$ cat src/rtl/mwdh_regs.svh
// constants of the write and diagnosis handler: function codes, field positions, limits, crc
// assumes nothing beyond being included once by each file that needs it
`ifndef MWDH_REGS_SVH
`define MWDH_REGS_SVH

`define MWDH_FC_WR_SINGLE 8'h06
`define MWDH_FC_DIAG 8'h08
`define MWDH_FC_WR_MULTI 8'h10
`define MWDH_SUB_ECHO 16'h0000
`define MWDH_EXC_FLAG 8'h80
`define MWDH_EXC_ILL_FUNC 8'h01
`define MWDH_EXC_BAD_ADDR 8'h02
`define MWDH_EXC_BAD_DATA 8'h03
`define MWDH_EXC_SLAVE 8'h04
`define MWDH_BCAST_ADDR 8'h00
`define MWDH_MAX_REGS 16'h0010
`define MWDH_ADDR_LIMIT 17'h02000
`define MWDH_FIXED_LEN 7'h08
`define MWDH_MULTI_HDR 7'h09
`define MWDH_MIN_LEN 7'h04
`define MWDH_HDR_BYTES 7
`define MWDH_DATA_POS 7'h07
`define MWDH_ECHO_LEN 3'h6
`define MWDH_EXC_LEN 3'h3
`define MWDH_CRC_INIT 16'hffff
`define MWDH_CRC_POLY 16'ha001
`define MWDH_MIN_DEPTH 41

`endif

$ cat src/rtl/mwdh_pkg.sv
// types shared by the write and diagnosis handler
// assumes mwdh_regs.svh supplies the numeric constants
package mwdh_pkg;
  typedef enum logic [2:0] {
    ST_RX,
    ST_CHECK,
    ST_FETCH_HI,
    ST_FETCH_LO,
    ST_ISSUE,
    ST_WAIT,
    ST_RESP,
    ST_TX
  } mwdh_state_t;
endpackage

$ cat src/rtl/mwdh_handler.sv
// request handler for single write, diagnosis echo and multiple write over a modbus rtu byte stream
// assumes a framer on CLK_SYS delivering bytes and an end-of-frame pulse, a same-clock byte sink
// with ready, and a register store that acknowledges each write and flags out-of-range values
`timescale 1ns/1ps
`include "mwdh_regs.svh"

// Function
// - single write stores value, echoes request
// - diagnosis returns received data unchanged
// - only sub-function zero executes
// - diagnosis response repeats whole request
// - multiple write limited to sixteen registers
// - commit registers in ascending address order
// - no rollback after failing register
// - multi request: start, count, bytes, values
// - multi ack echoes start and count
// - crc-16 appended low byte first
// - even address upper, odd lower half
// - bad count or byte count: 03h
// - start plus count at or past limit: 02h
module mwdh_handler
  import mwdh_pkg::*;
#(
  parameter int DEPTH = 64
) (
  // clock and reset
  input wire logic CLK_SYS,
  input wire logic RST_N,
  // station address
  input wire logic [7:0] STATION_ADDR,
  // received bytes
  input wire logic RX_VALID,
  input wire logic [7:0] RX_DATA,
  input wire logic RX_FRAME_END,
  // response bytes
  output logic TX_VALID,
  output logic [7:0] TX_DATA,
  output logic TX_LAST,
  input wire logic TX_READY,
  // register store
  output logic WR_EN,
  output logic [15:0] WR_ADDR,
  output logic [15:0] WR_DATA,
  output logic WR_UPPER,
  input wire logic WR_ACK,
  input wire logic WR_ERR,
  // status
  output logic BUSY,
  output logic FRAME_DROP
);
  import mwdh_pkg::*;

  localparam int AW = $clog2(DEPTH);

  generate
    if (DEPTH < `MWDH_MIN_DEPTH || DEPTH > 127) begin : g_depth_check
      $error("mwdh_handler: DEPTH must lie between 41 and 127 for the seven bit frame counter");
    end
  endgenerate

  function automatic logic [15:0] crc_step(input logic [15:0] crc, input logic [7:0] b);
    logic [15:0] c;
    c = crc ^ {8'h00, b};
    for (int k = 0; k < 8; k++) begin
      c = c[0] ? ((c >> 1) ^ `MWDH_CRC_POLY) : (c >> 1);
    end
    return c;
  endfunction

  mwdh_state_t state;
  logic [6:0] rx_cnt;
  logic rx_ovf;
  logic [15:0] rx_crc;
  logic [7:0] hdr [0:`MWDH_HDR_BYTES-1];
  logic [AW-1:0] rd_addr;
  logic [7:0] rd_data;
  logic [7:0] hi_byte;
  logic [4:0] reg_i;
  logic is_multi;
  logic exc;
  logic [7:0] exc_code;
  logic [2:0] tx_len;
  logic [2:0] tx_idx;
  logic [15:0] tx_crc;

  logic [7:0] func;
  logic [15:0] f_addr;
  logic [15:0] f_word;
  logic [7:0] f_bcnt;
  logic addr_hit;
  logic bcast;
  logic crc_ok;
  logic [16:0] end_addr;
  logic rx_store;

  assign func = hdr[1];
  assign f_addr = {hdr[2], hdr[3]};
  assign f_word = {hdr[4], hdr[5]};
  assign f_bcnt = hdr[6];
  assign bcast = (hdr[0] == `MWDH_BCAST_ADDR);
  assign addr_hit = (hdr[0] == STATION_ADDR) || bcast;
  // residue of a good frame including its check bytes is zero
  assign crc_ok = (rx_crc == 16'h0000) && !rx_ovf && (rx_cnt >= `MWDH_MIN_LEN);
  assign end_addr = {1'b0, f_addr} + {1'b0, f_word};
  assign rx_store = (state == ST_RX) && RX_VALID && !rx_ovf;

  mwdh_frame_mem #(
    .WIDTH(8),
    .DEPTH(DEPTH)
  ) u_mem (
    .clk(CLK_SYS),
    .we(rx_store),
    .waddr(rx_cnt[AW-1:0]),
    .wdata(RX_DATA),
    .raddr(rd_addr),
    .rdata(rd_data)
  );

  // receive side: byte count, crc, overflow and header capture
  always_ff @(posedge CLK_SYS or negedge RST_N) begin
    if (!RST_N) begin
      rx_cnt <= 7'h00;
      rx_ovf <= 1'b0;
      rx_crc <= `MWDH_CRC_INIT;
    end else if (state != ST_RX) begin
      rx_cnt <= 7'h00;
      rx_ovf <= 1'b0;
      rx_crc <= `MWDH_CRC_INIT;
    end else if (state == ST_RX && RX_VALID) begin
      // overlong frames are flagged rather than wrapped, so they are never mistaken for good ones
      if (rx_cnt == 7'(DEPTH)) begin
        rx_ovf <= 1'b1;
      end else begin
        rx_cnt <= rx_cnt + 7'h01;
        rx_crc <= crc_step(rx_crc, RX_DATA);
      end
    end
  end

  always_ff @(posedge CLK_SYS or negedge RST_N) begin
    if (!RST_N) begin
      for (int k = 0; k < `MWDH_HDR_BYTES; k++) begin
        hdr[k] <= 8'h00;
      end
    end else if (rx_store && rx_cnt < 7'(`MWDH_HDR_BYTES)) begin
      hdr[rx_cnt[2:0]] <= RX_DATA;
    end
  end

  // decode, commit and response sequencing
  always_ff @(posedge CLK_SYS or negedge RST_N) begin
    if (!RST_N) begin
      state <= ST_RX;
      exc <= 1'b0;
      exc_code <= 8'h00;
      is_multi <= 1'b0;
      reg_i <= 5'h00;
      rd_addr <= '0;
      hi_byte <= 8'h00;
      FRAME_DROP <= 1'b0;
    end else begin
      FRAME_DROP <= 1'b0;
      case (state)
        ST_RX: begin
          exc <= 1'b0;
          if (RX_FRAME_END && (rx_cnt != 7'h00 || RX_VALID)) begin
            state <= ST_CHECK;
          end
        end
        ST_CHECK: begin
          reg_i <= 5'h00;
          rd_addr <= AW'(`MWDH_DATA_POS);
          is_multi <= (func == `MWDH_FC_WR_MULTI);
          if (!crc_ok) begin
            // no answer to a corrupted frame
            FRAME_DROP <= 1'b1;
            state <= ST_RX;
          end else if (!addr_hit) begin
            state <= ST_RX;
          end else if (func == `MWDH_FC_WR_SINGLE) begin
            if (rx_cnt != `MWDH_FIXED_LEN) begin
              state <= ST_RX;
            end else if (f_addr >= 16'(`MWDH_ADDR_LIMIT)) begin
              exc <= 1'b1;
              exc_code <= `MWDH_EXC_BAD_ADDR;
              state <= ST_RESP;
            end else begin
              // single write goes straight to the store
              state <= ST_ISSUE;
            end
          end else if (func == `MWDH_FC_DIAG) begin
            if (rx_cnt != `MWDH_FIXED_LEN) begin
              state <= ST_RX;
            end else if (f_addr != `MWDH_SUB_ECHO) begin
              exc <= 1'b1;
              exc_code <= `MWDH_EXC_ILL_FUNC;
              state <= ST_RESP;
            end else begin
              state <= ST_RESP;
            end
          end else if (func == `MWDH_FC_WR_MULTI) begin
            if (rx_cnt < `MWDH_MULTI_HDR) begin
              state <= ST_RX;
            end else if (f_word == 16'h0000 || f_word > `MWDH_MAX_REGS || f_bcnt != {f_word[6:0], 1'b0}) begin
              // count and byte count checked before any write
              exc <= 1'b1;
              exc_code <= `MWDH_EXC_BAD_DATA;
              state <= ST_RESP;
            end else if (end_addr >= `MWDH_ADDR_LIMIT) begin
              exc <= 1'b1;
              exc_code <= `MWDH_EXC_BAD_ADDR;
              state <= ST_RESP;
            end else if (rx_cnt != `MWDH_MULTI_HDR + f_bcnt[6:0]) begin
              exc <= 1'b1;
              exc_code <= `MWDH_EXC_BAD_DATA;
              state <= ST_RESP;
            end else begin
              state <= ST_FETCH_HI;
            end
          end else begin
            exc <= 1'b1;
            exc_code <= `MWDH_EXC_ILL_FUNC;
            state <= ST_RESP;
          end
        end
        ST_FETCH_HI: begin
          // values follow the byte count, upper byte first
          rd_addr <= rd_addr + AW'(1);
          state <= ST_FETCH_LO;
        end
        ST_FETCH_LO: begin
          hi_byte <= rd_data;
          rd_addr <= rd_addr + AW'(1);
          state <= ST_ISSUE;
        end
        ST_ISSUE: begin
          state <= ST_WAIT;
        end
        ST_WAIT: begin
          if (WR_ACK) begin
            if (WR_ERR) begin
              // earlier commits stay; answer slave error
              exc <= 1'b1;
              exc_code <= `MWDH_EXC_SLAVE;
              state <= ST_RESP;
            end else if (is_multi && 16'(reg_i) + 16'h0001 < f_word) begin
              reg_i <= reg_i + 5'h01;
              state <= ST_FETCH_HI;
            end else begin
              state <= ST_RESP;
            end
          end
        end
        ST_RESP: begin
          // broadcast requests are carried out but never answered
          state <= bcast ? ST_RX : ST_TX;
        end
        ST_TX: begin
          if (TX_VALID && TX_READY && TX_LAST) begin
            state <= ST_RX;
          end
        end
        default: begin
          state <= ST_RX;
        end
      endcase
    end
  end

  // store write request, held until acknowledged
  always_ff @(posedge CLK_SYS or negedge RST_N) begin
    if (!RST_N) begin
      WR_EN <= 1'b0;
      WR_ADDR <= 16'h0000;
      WR_DATA <= 16'h0000;
      WR_UPPER <= 1'b0;
    end else if (state == ST_ISSUE) begin
      WR_EN <= 1'b1;
      // start address plus register index, ascending
      WR_ADDR <= is_multi ? f_addr + 16'(reg_i) : f_addr;
      WR_DATA <= is_multi ? {hi_byte, rd_data} : f_word;
      // even address carries the upper half
      WR_UPPER <= is_multi ? ~(f_addr[0] ^ reg_i[0]) : ~f_addr[0];
    end else if (state == ST_WAIT && WR_ACK) begin
      WR_EN <= 1'b0;
    end
  end

  // echo bytes 0..5; exceptions send address, flagged function, code
  function automatic logic [7:0] resp_byte(input logic [2:0] idx, input logic e, input logic [7:0] code,
                                            input logic [7:0] b0, input logic [7:0] b1, input logic [7:0] b2,
                                            input logic [7:0] b3, input logic [7:0] b4, input logic [7:0] b5);
    logic [7:0] r;
    r = b0;
    case (idx)
      3'h1: r = e ? (b1 | `MWDH_EXC_FLAG) : b1;
      3'h2: r = e ? code : b2;
      3'h3: r = b3;
      3'h4: r = b4;
      3'h5: r = b5;
      default: r = b0;
    endcase
    return r;
  endfunction

  // transmit side
  always_ff @(posedge CLK_SYS or negedge RST_N) begin
    if (!RST_N) begin
      TX_VALID <= 1'b0;
      TX_DATA <= 8'h00;
      TX_LAST <= 1'b0;
      tx_len <= 3'h0;
      tx_idx <= 3'h0;
      tx_crc <= `MWDH_CRC_INIT;
    end else if (state == ST_RESP) begin
      tx_len <= exc ? `MWDH_EXC_LEN : `MWDH_ECHO_LEN;
      tx_idx <= 3'h0;
      tx_crc <= `MWDH_CRC_INIT;
    end else if (state == ST_TX && (!TX_VALID || TX_READY)) begin
      if (TX_VALID && TX_LAST) begin
        TX_VALID <= 1'b0;
        TX_LAST <= 1'b0;
      end else if (tx_idx < tx_len) begin
        TX_VALID <= 1'b1;
        TX_DATA <= resp_byte(tx_idx, exc, exc_code, hdr[0], hdr[1], hdr[2], hdr[3], hdr[4], hdr[5]);
        tx_crc <= crc_step(tx_crc, resp_byte(tx_idx, exc, exc_code, hdr[0], hdr[1], hdr[2], hdr[3],
                                             hdr[4], hdr[5]));
        tx_idx <= tx_idx + 3'h1;
      end else if (tx_idx == tx_len) begin
        // low crc byte goes out first
        TX_VALID <= 1'b1;
        TX_DATA <= tx_crc[7:0];
        tx_idx <= tx_idx + 3'h1;
      end else begin
        TX_VALID <= 1'b1;
        TX_DATA <= tx_crc[15:8];
        TX_LAST <= 1'b1;
      end
    end
  end

  always_ff @(posedge CLK_SYS or negedge RST_N) begin
    if (!RST_N) begin
      BUSY <= 1'b0;
    end else begin
      BUSY <= (state != ST_RX);
    end
  end
endmodule

$ cat src/rtl/mwdh_frame_mem.sv
// frame byte store: one write port, one read port with registered read data
// assumes a single clock; contents need no reset
`timescale 1ns/1ps
module mwdh_frame_mem #(
  parameter int WIDTH = 8,
  parameter int DEPTH = 64
) (
  // clock
  input wire logic clk,
  // write side
  input wire logic we,
  input wire logic [$clog2(DEPTH)-1:0] waddr,
  input wire logic [WIDTH-1:0] wdata,
  // read side
  input wire logic [$clog2(DEPTH)-1:0] raddr,
  output logic [WIDTH-1:0] rdata
);
  logic [WIDTH-1:0] mem [0:DEPTH-1];

  always_ff @(posedge clk) begin
    if (we) begin
      mem[waddr] <= wdata;
    end
  end

  always_ff @(posedge clk) begin
    rdata <= mem[raddr];
  end
endmodule

$ cat config.mk
export PLATFORM = sky130hd
export DESIGN_NAME = mwdh_handler
export DESIGN_NICKNAME = d
export VERILOG_FILES = /design/src/rtl/mwdh_pkg.sv /design/src/rtl/mwdh_handler.sv /design/src/rtl/mwdh_frame_mem.sv
export VERILOG_INCLUDE_DIRS = /design/src /design/src/rtl
export SDC_FILE = /design/constraint.sdc
export NUM_CORES = 1
export LEC_CHECK = 0
export ABC_AREA = 1
export BUFFER_PORTS_ARGS = -buffer_cell sky130_fd_sc_hd__buf_2
export CAP_MARGIN = 20
export CORE_ASPECT_RATIO = 1.25
export CORE_UTILIZATION = 65
export CTS_BUF_LIST = sky130_fd_sc_hd__clkbuf_4
export CTS_CLUSTER_SIZE = 28
export DETAILED_ROUTE_END_ITERATION = 10
export GPL_TIMING_DRIVEN = 0
export HOLD_SLACK_MARGIN = 0.12
export MAX_ROUTING_LAYER = met4
export PLACE_DENSITY = 0.81
export SYNTH_ARGS = -nofsm -noshare
export SYNTH_HDL_FRONTEND = slang
export SYNTH_HIERARCHICAL = 1
export SYNTH_SLANG_ARGS = --single-unit
$ cat constraint.sdc
create_clock -name CLK_SYS -period 3 [get_ports CLK_SYS]
set_clock_uncertainty 0.15 [all_clocks]
set_input_delay 0.6 -clock CLK_SYS [delete_from_list [all_inputs] [get_ports CLK_SYS]]
set_output_delay 0.6 -clock CLK_SYS [all_outputs]
set_load 0.05 [all_outputs]
# Word-level counts from Yosys, hierarchy flattened
# Memory sizes are Yosys's and may differ from the RTL's. A register that Yosys moved wholly into a read port is not among the register bits.
# Cells that the tools add are included.
[totals] ff_bits=180 mem_bits_rw=512 in_bits=23 out_inout_bits=46 wordCells=275 mem_count=1
[mem_list] memory="u_mem.mem" words=64 word_bits=8 rd=1 rd_clocked_by_memory_dff=1 wr=1 line_no="mwdh_frame_mem.sv:18" text="logic [WIDTH-1:0] mem [0:DEPTH-1];"
[op_classes] add_sub_neg=8 magnitude_cmp=10 n_eq_ne=39 muxes=116 bitwise=24 n_reduce_logical=48
[op_table] cell="16-bit 2-to-1 mux" n=25
[op_table] cell="8-bit 2-to-1 mux" n=24
[op_table] cell="3-bit 2-to-1 mux" n=23
[op_table] cell="56-bit bitwise mux" n=1
[op_table] cell="2-bit inverter with 3-bit output" n=16
[op_table] cell="8-bit one-hot mux with 5 select lines" n=1
[op_table] cell="16-bit logical NOT" n=2
[op_table] cell="16-bit by 8-bit bitwise XOR with 16-bit output" n=2
[op_table] cell="1-bit 2-to-1 mux" n=29
[op_table] cell="8-bit demux with 3-bit select" n=1
[op_table] cell="3-bit one-hot mux with 8 select lines" n=1
[op_table] cell="2-bit inequality test (second input constant)" n=11
[op_table] cell="11-bit AND reduction" n=2
[op_table] cell="7-bit 2-to-1 mux" n=3
[op_table] cell="3-bit == test (second input constant)" n=6
[op_table] cell="16-bit by 16-bit adder with 17-bit output" n=1
[op_table] cell="17-bit by 14-bit greater-or-equal comparator with 1-bit output (second input constant)" n=1
[op_table] cell="16-bit by 5-bit adder with 16-bit output" n=1
[op_table] cell="16-bit by 14-bit greater-or-equal comparator with 1-bit output (second input constant)" n=1
[op_table] cell="16-bit by 5-bit > comparator with 1-bit output (second input constant)" n=1
[op_table] cell="6-bit by 16-bit less-than comparator with 1-bit output" n=1
[op_table] cell="8-bit one-hot mux with 2 select lines" n=1
[op_table] cell="16-bit nonzero test" n=1
[op_table] cell="5-bit 2-to-1 mux" n=3
[op_table] cell="other kinds (47)" n=87

# Longest topological paths before layout
[depth] word_depth=27 ltp_mapped=23 depth_no_buf=21

# Hierarchy
# Netlist, hierarchy kept.
[modules_own_cells] module="mwdh_frame_mem" n_inst=1 cells_each=1822 area_per_inst_um2=21291.7 seq_area_each_um2=15534.9
[modules_own_cells] module="mwdh_handler" n_inst=1 cells_each=1306 area_per_inst_um2=10237.3 seq_area_each_um2=4419.2

# Worst setup path after synthesis
# No wires, ideal clock.
[synth_timing] path_type="register to register" from="reg tx_idx[0]" to="reg tx_crc[0]" setup_ps=78 t_arrival_ps=2374 required_time_ps=2772 path_slack_ps=399 path_stages_with_launch=20 n_path_buf=2 period_less_slack_ps=2601 path_cell_list="dfrtp_1 > ha_1 > ha_1 > buf_4 > nor2_4 > nand3_4 > buf_6 > or2_1 > nand2_1 > nand2_1 > nand2_1 > nand2_1 > nand2_1 > nand3_2 > nand2_1 > nand2_1 > nand3_1 > nand3_1 > nand3_1 > nand2_1"
[synth_via] elab_chain_cells=20 word_cells_on_any_way=33 classes_between="1 x order compare; 5 x eq/ne; 17 x mux; 8 x bitwise; 2 x reduce/logical"
[synth_rtl] item="start, declared" line_no="mwdh_handler.sv:83" text="logic [2:0] tx_idx;"
[synth_rtl] item="start signal, assigned" line_no="mwdh_handler.sv:328" text="tx_idx <= tx_idx + 3'h1;"
[synth_rtl] item="start signal, assigned" line_no="mwdh_handler.sv:333" text="tx_idx <= tx_idx + 3'h1;"
[synth_rtl] item="3-bit == test, or another cell as far along" line_no="mwdh_handler.sv:295" text="case (idx)"
[synth_rtl] item="8-bit one-hot mux with 5 select lines" line_no="mwdh_handler.sv:295"
[synth_rtl] item="8-bit 2-to-1 mux" line_no="mwdh_handler.sv:323" text="end else if (tx_idx < tx_len) begin"
[synth_rtl] item="8-bit 2-to-1 mux" line_no="mwdh_handler.sv:320" text="if (TX_VALID && TX_LAST) begin"
[synth_rtl] item="8-bit 2-to-1 mux" line_no="mwdh_handler.sv:319" text="end else if (state == ST_TX && (!TX_VALID || TX_READY)) begin"
[synth_rtl] item="8-bit 2-to-1 mux" line_no="mwdh_handler.sv:315" text="end else if (state == ST_RESP) begin"
[synth_rtl] item="16-bit by 8-bit bitwise XOR with 16-bit output" line_no="mwdh_handler.sv:63" text="c = crc ^ {8'h00, b};"
[synth_rtl] item="16-bit 2-to-1 mux or 2-bit inverter with 3-bit output (tied branches) (6 in series)"
[synth_rtl] item="2-bit inverter with 3-bit output (no source line) or 16-bit 2-to-1 mux (tied branches)"
[synth_rtl] item="16-bit 2-to-1 mux (2 in series)" line_no="mwdh_handler.sv:65" text="c = c[0] ? ((c >> 1) ^ `MWDH_CRC_POLY) : (c >> 1);"
[synth_rtl] item="16-bit 2-to-1 mux" line_no="mwdh_handler.sv:323"
[synth_rtl] item="16-bit 2-to-1 mux" line_no="mwdh_handler.sv:320"
[synth_rtl] item="16-bit 2-to-1 mux" line_no="mwdh_handler.sv:319"
[synth_rtl] item="16-bit 2-to-1 mux" line_no="mwdh_handler.sv:315"
[synth_rtl] item="end signal, assigned" line_no="mwdh_handler.sv:314" text="tx_crc <= `MWDH_CRC_INIT;"
[synth_rtl] item="end signal, assigned" line_no="mwdh_handler.sv:318" text="tx_crc <= `MWDH_CRC_INIT;"
[synth_rtl] item="end signal, assigned" line_no="mwdh_handler.sv:326" text="tx_crc <= crc_step(tx_crc, resp_byte(tx_idx, exc, exc_code, hdr[0], hdr[1], hdr[2], hdr[3],"
[synth_rtl] item="end, declared" line_no="mwdh_handler.sv:84" text="logic [15:0] tx_crc;"
# Parallel ways exist; a longest one is shown, timed or not. The select of a mux whose other input is x is not followed.
# A chain may end at the register's enable or synchronous reset.

# Worst setup path after layout
[layout_timing] from="reg state[1]" to="mem u_mem.mem[32][0], enable pin"
[layout_via] elab_chain_cells=5
[layout_rtl] item="start, declared" line_no="mwdh_handler.sv:70" text="mwdh_state_t state;"
[layout_rtl] item="start signal, assigned" line_no="mwdh_handler.sv:256" text="state <= bcast ? ST_RX : ST_TX;"
[layout_rtl] item="3-bit logical NOT" line_no="mwdh_handler.sv:105" text="assign rx_store = (state == ST_RX) && RX_VALID && !rx_ovf;"
[layout_rtl] item="1-bit logical AND (2 in series)" line_no="mwdh_handler.sv:105"
[layout_rtl] item="net rx_store" line_no="mwdh_handler.sv:94" text="logic rx_store;"
[layout_rtl] item="1-bit 2-to-1 mux" line_no="mwdh_frame_mem.sv:21" text="if (we) begin"
[layout_rtl] item="1-bit 2-to-1 mux (implied by the code)" line_no="mwdh_frame_mem.sv:22" text="mem[waddr] <= wdata;"
[layout_rtl] item="end, declared" line_no="mwdh_frame_mem.sv:18"
# The timed path passes the listed nets, and every way through them passes these cells.

==> flow_summary.ini <==
[status]
outcome = finished, violations left
violations = setup timing

[placed_design]
place_area_um2 = 32890
dpl.hpwl_mm = 66.73
numPortBuffers = 68
gp_congestion = 0.9991

[floorplan]
die_x_um = 199.0
num_rows = 89
dieArea_um2 = 49400
io_pins = 69
coreArea_um2 = 47550
die_y_um = 248.2
initial_utilization_pct = 66.31

[min_path]
min_to = u_mem/mem[51][6]
hold_class = input pin to register
hold_depth = 1
worstHoldStart = RX_DATA[6]

[setup_path]
endpoint_kind = register
cp.arrival_ns = 3.67
criticalPathCategory = register to register
r2r-end = u_mem/mem[32][0]
regToRegSetupSlack_ns = -0.28
timing.rr.start = state[1]
reg2reg_depth = 7
worstPathMaxFanout = 9
worst_setup_path_start_kind = register
required_ns = 3.39

[logic_synthesis]
synthAdderAreaFrac_pct = 1.675
syn_avg_cell_area_um2 = 10.08
synthMuxAreaShare_pct = 0.03175
synthesis.yosys.warnings = 6
synth_top_family_by_area = simple AND/OR/NAND/NOR gates
synth_edf_count = 512
synth_nets = 3192
synth-xor-area-share_pct = 1.639
async_reset_ff_share_pct = 25.18
synth_area_um2 = 31530
synth_cells = 3128
synth_compound_area_share_pct = 4.873
synth_seq_area_share_pct = 63.29
synth-simple-area-share_pct = 23.75
synth.distinct_cells = 56
ys.flop_type = edfxtp_1
ys_ff_latch = 695

[timing]
finalMaxSlewViolations = 0
timing.final.crit_share_pct = 109.4
rsz0062_at_grt = yes
hold_viol = 0
holdWs_ns = 0.1899
clock.fmax_ghz = 0.3048
worstMarginPinSlew_ns = 1.031
slew_headroom_pct = 31.06
setup_viol = 91
fin_crit_ns = 3.281
setup_slack_ns = -0.2813

[detailed_routing]
routedWlPerCell_um = 23.52
drc = 0
first_pass_iters = 8
postRouteAntennaNets = 0
vias = 25930
avgViaCountPerCell = 6.193
wl_mm = 98.46
drt_iter0_drc = 2694

[clock_network]
cts_root_buf = clkbuf_4
cts_num_sinks = 695
clockBufferDepth = 3
cts_buffers = 166
clkLatencyLatePin_ns = 0.96
h-tree-depth = 4
cts_tree = yes
path_clk_slew_ns = 0.08

[power_and_ir_drop]
seq_power_share_pct = 42.3
p_clk_share_pct = 26.9
irDropWorstVdd_v = 0.0005781
leakagePower_nw = 14.59
p_int_mw = 18.06
cellPowerDensity_nw_per_um2 = 802.8
report.power.total_mw = 29.10
pwr-share-comb_pct = 30.8
p_switching_mw = 11.03
sw_frac_of_total_pct = 37.92

[global_route]
grt_pass1_vias = 25230
grt_overflow = 0
track_usage_pct = 41.50
antenna_found_initial = 4
grt_pass1_wl_mm = 144.0
grt_max_degree = 131

[job]
cap_viol_max_count = 0

[final_layout]
fillers = 3209
area_delta_synth_final_pct = 14.96
final_common_cell = nand2_1
final_cell_area_um2 = 36240
layout.nets = 3478
final_cell_mix = nand2_1 (975), edfxtp_1 (512), nand3_1 (497)
final_layout_size_suffix_gt1_share_pct = 18.34
-- layer usage --
metal / wire, um / up-vias / global-route usage (%)
li1: - / 11420 / -
met1: 32860 / 12220 / 45.57
met2: 48470 / 1802 / 67.87
met3: 10030 / 487 / 9.261
met4: 7111 / 0 / 27.60
met5: 0 / - / -
-- worst max path at each step --
stage	start	endpoint	cells after the start
floorplan	tx_idx[0]	tx_crc[0]	19
global placement	RST_N	TX_DATA[0]	1
detailed placement	state[1]	u_mem/mem[1][4]	8
CTS	state[1]	u_mem/mem[22][3]	8
global route	state[1]	u_mem/mem[32][6]	7
finish	state[1]	u_mem/mem[32][0]	7
-- synthesized netlist by cell type, drive strengths merged (2+ instances only) --
master	count	area, um^2
nor2	158	615.6
o22ai	2	12.51
o21a	5	37.54
a31oi	18	112.6
o31ai	2	15.01
o221ai	2	17.52
ha	39	488.0
and2	2	12.51
a21oi	69	345.3
fa	2	40.04
nor4	9	56.30
a211oi	2	15.01
xor2	36	315.3
nand4	23	181.4
nor3	42	215.2
or2	8	50.04
clkbuf	25	93.84
o211ai	9	67.56
nand2	1004	3786
o21ai	133	665.6
edfxtp	512	15370
dfxtp	8	160.2
inv	163	616.8
buf	117	779.5
a21o	5	37.54
a22o	7	61.31
o2111ai	2	17.52
dfstp	32	840.8
a22oi	14	105.1
xnor2	23	201.4
dfrtp	143	3578
nand3	504	2540
-- power groups by stage --
stage               logic, mW  clock network [mW]  registers [mW]
floorplan                5.08                   0            12.8
global placement         7.81                   0            12.4
detailed placement       8.09                   0            12.5
CTS                      8.27                7.86            12.3
global route             9.68                8.38            12.4
finish                   8.95                7.83            12.3
-- registers in the layout, indices dropped and copies added (netlist names), 5 cells and up --
name / flops
rx_cnt: 7
f_addr: 16
f_bcnt: 8
TX_DATA: 8
rx_crc: 16
hi_byte: 8
WR_DATA: 16
func: 8
rd_addr: 6
reg_i: 5
f_word: 16
hdr: 8
WR_ADDR: 16
tx_crc: 16
u_mem/mem: 512
u_mem/rdata: 8
-- logic make-up after synthesis --
family / count (synthesis)
adder cells (fa/ha/maj): 41
buffers and inverters: 306
flip-flops: 695
AND/OR/NAND/NOR: 1753
AO/OA/AOI/OAI: 273
XOR/XNOR: 59
multiplexers: 1
-- area by class of cell --
class	count	area, um^2	share of cell area [%]
Antenna cell	4	10.01	0.02762
Sequential cell	695	19960	55.07
Buffer	142	890.9	2.458
Clock buffer	247	1854	5.116
Tap cell	637	797.0	2.199
Timing Repair Buffer	118	1076	2.969
Multi-Input combinational cell	2127	10730	29.61
Inverter	164	624.3	1.723
Clock inverter	52	301.5	0.8320
-- stage by stage --
stage	setup TNS [ns]	cells	utilization, %	setup WS, ns
floorplan	0	3128	-	0.3987
detailed placement	-131.73	3845	69.16	-0.4355
global placement	-306.55	3833	68.70	-1.401
CTS	-0.06404	4168	75.31	-0.01466
global route	-18.16	4186	76.23	-0.3232
finish	-11.67	4186	76.23	-0.2813
-- critical path, stage by stage, from the launching register on --
cell and delay [ns]:
dfrtp_1 0.42, nor2_2 0.16, inv_2 0.06, nor2_4 0.21
inv_2 0.16, nor3_4 0.38, nand3_1 0.48, nor2_1 0.85
-- what timing repair did --
action	4_1_cts	5_1_grt
endpoints found under the setup margin	484	334
buffers inserted	9	13
gates cloned	0	1
endpoints found under the hold margin	298	0
gates resized for setup	116	68
hold buffers	15	0
pin swaps	10	20
(Power assumes the default switching activity.)
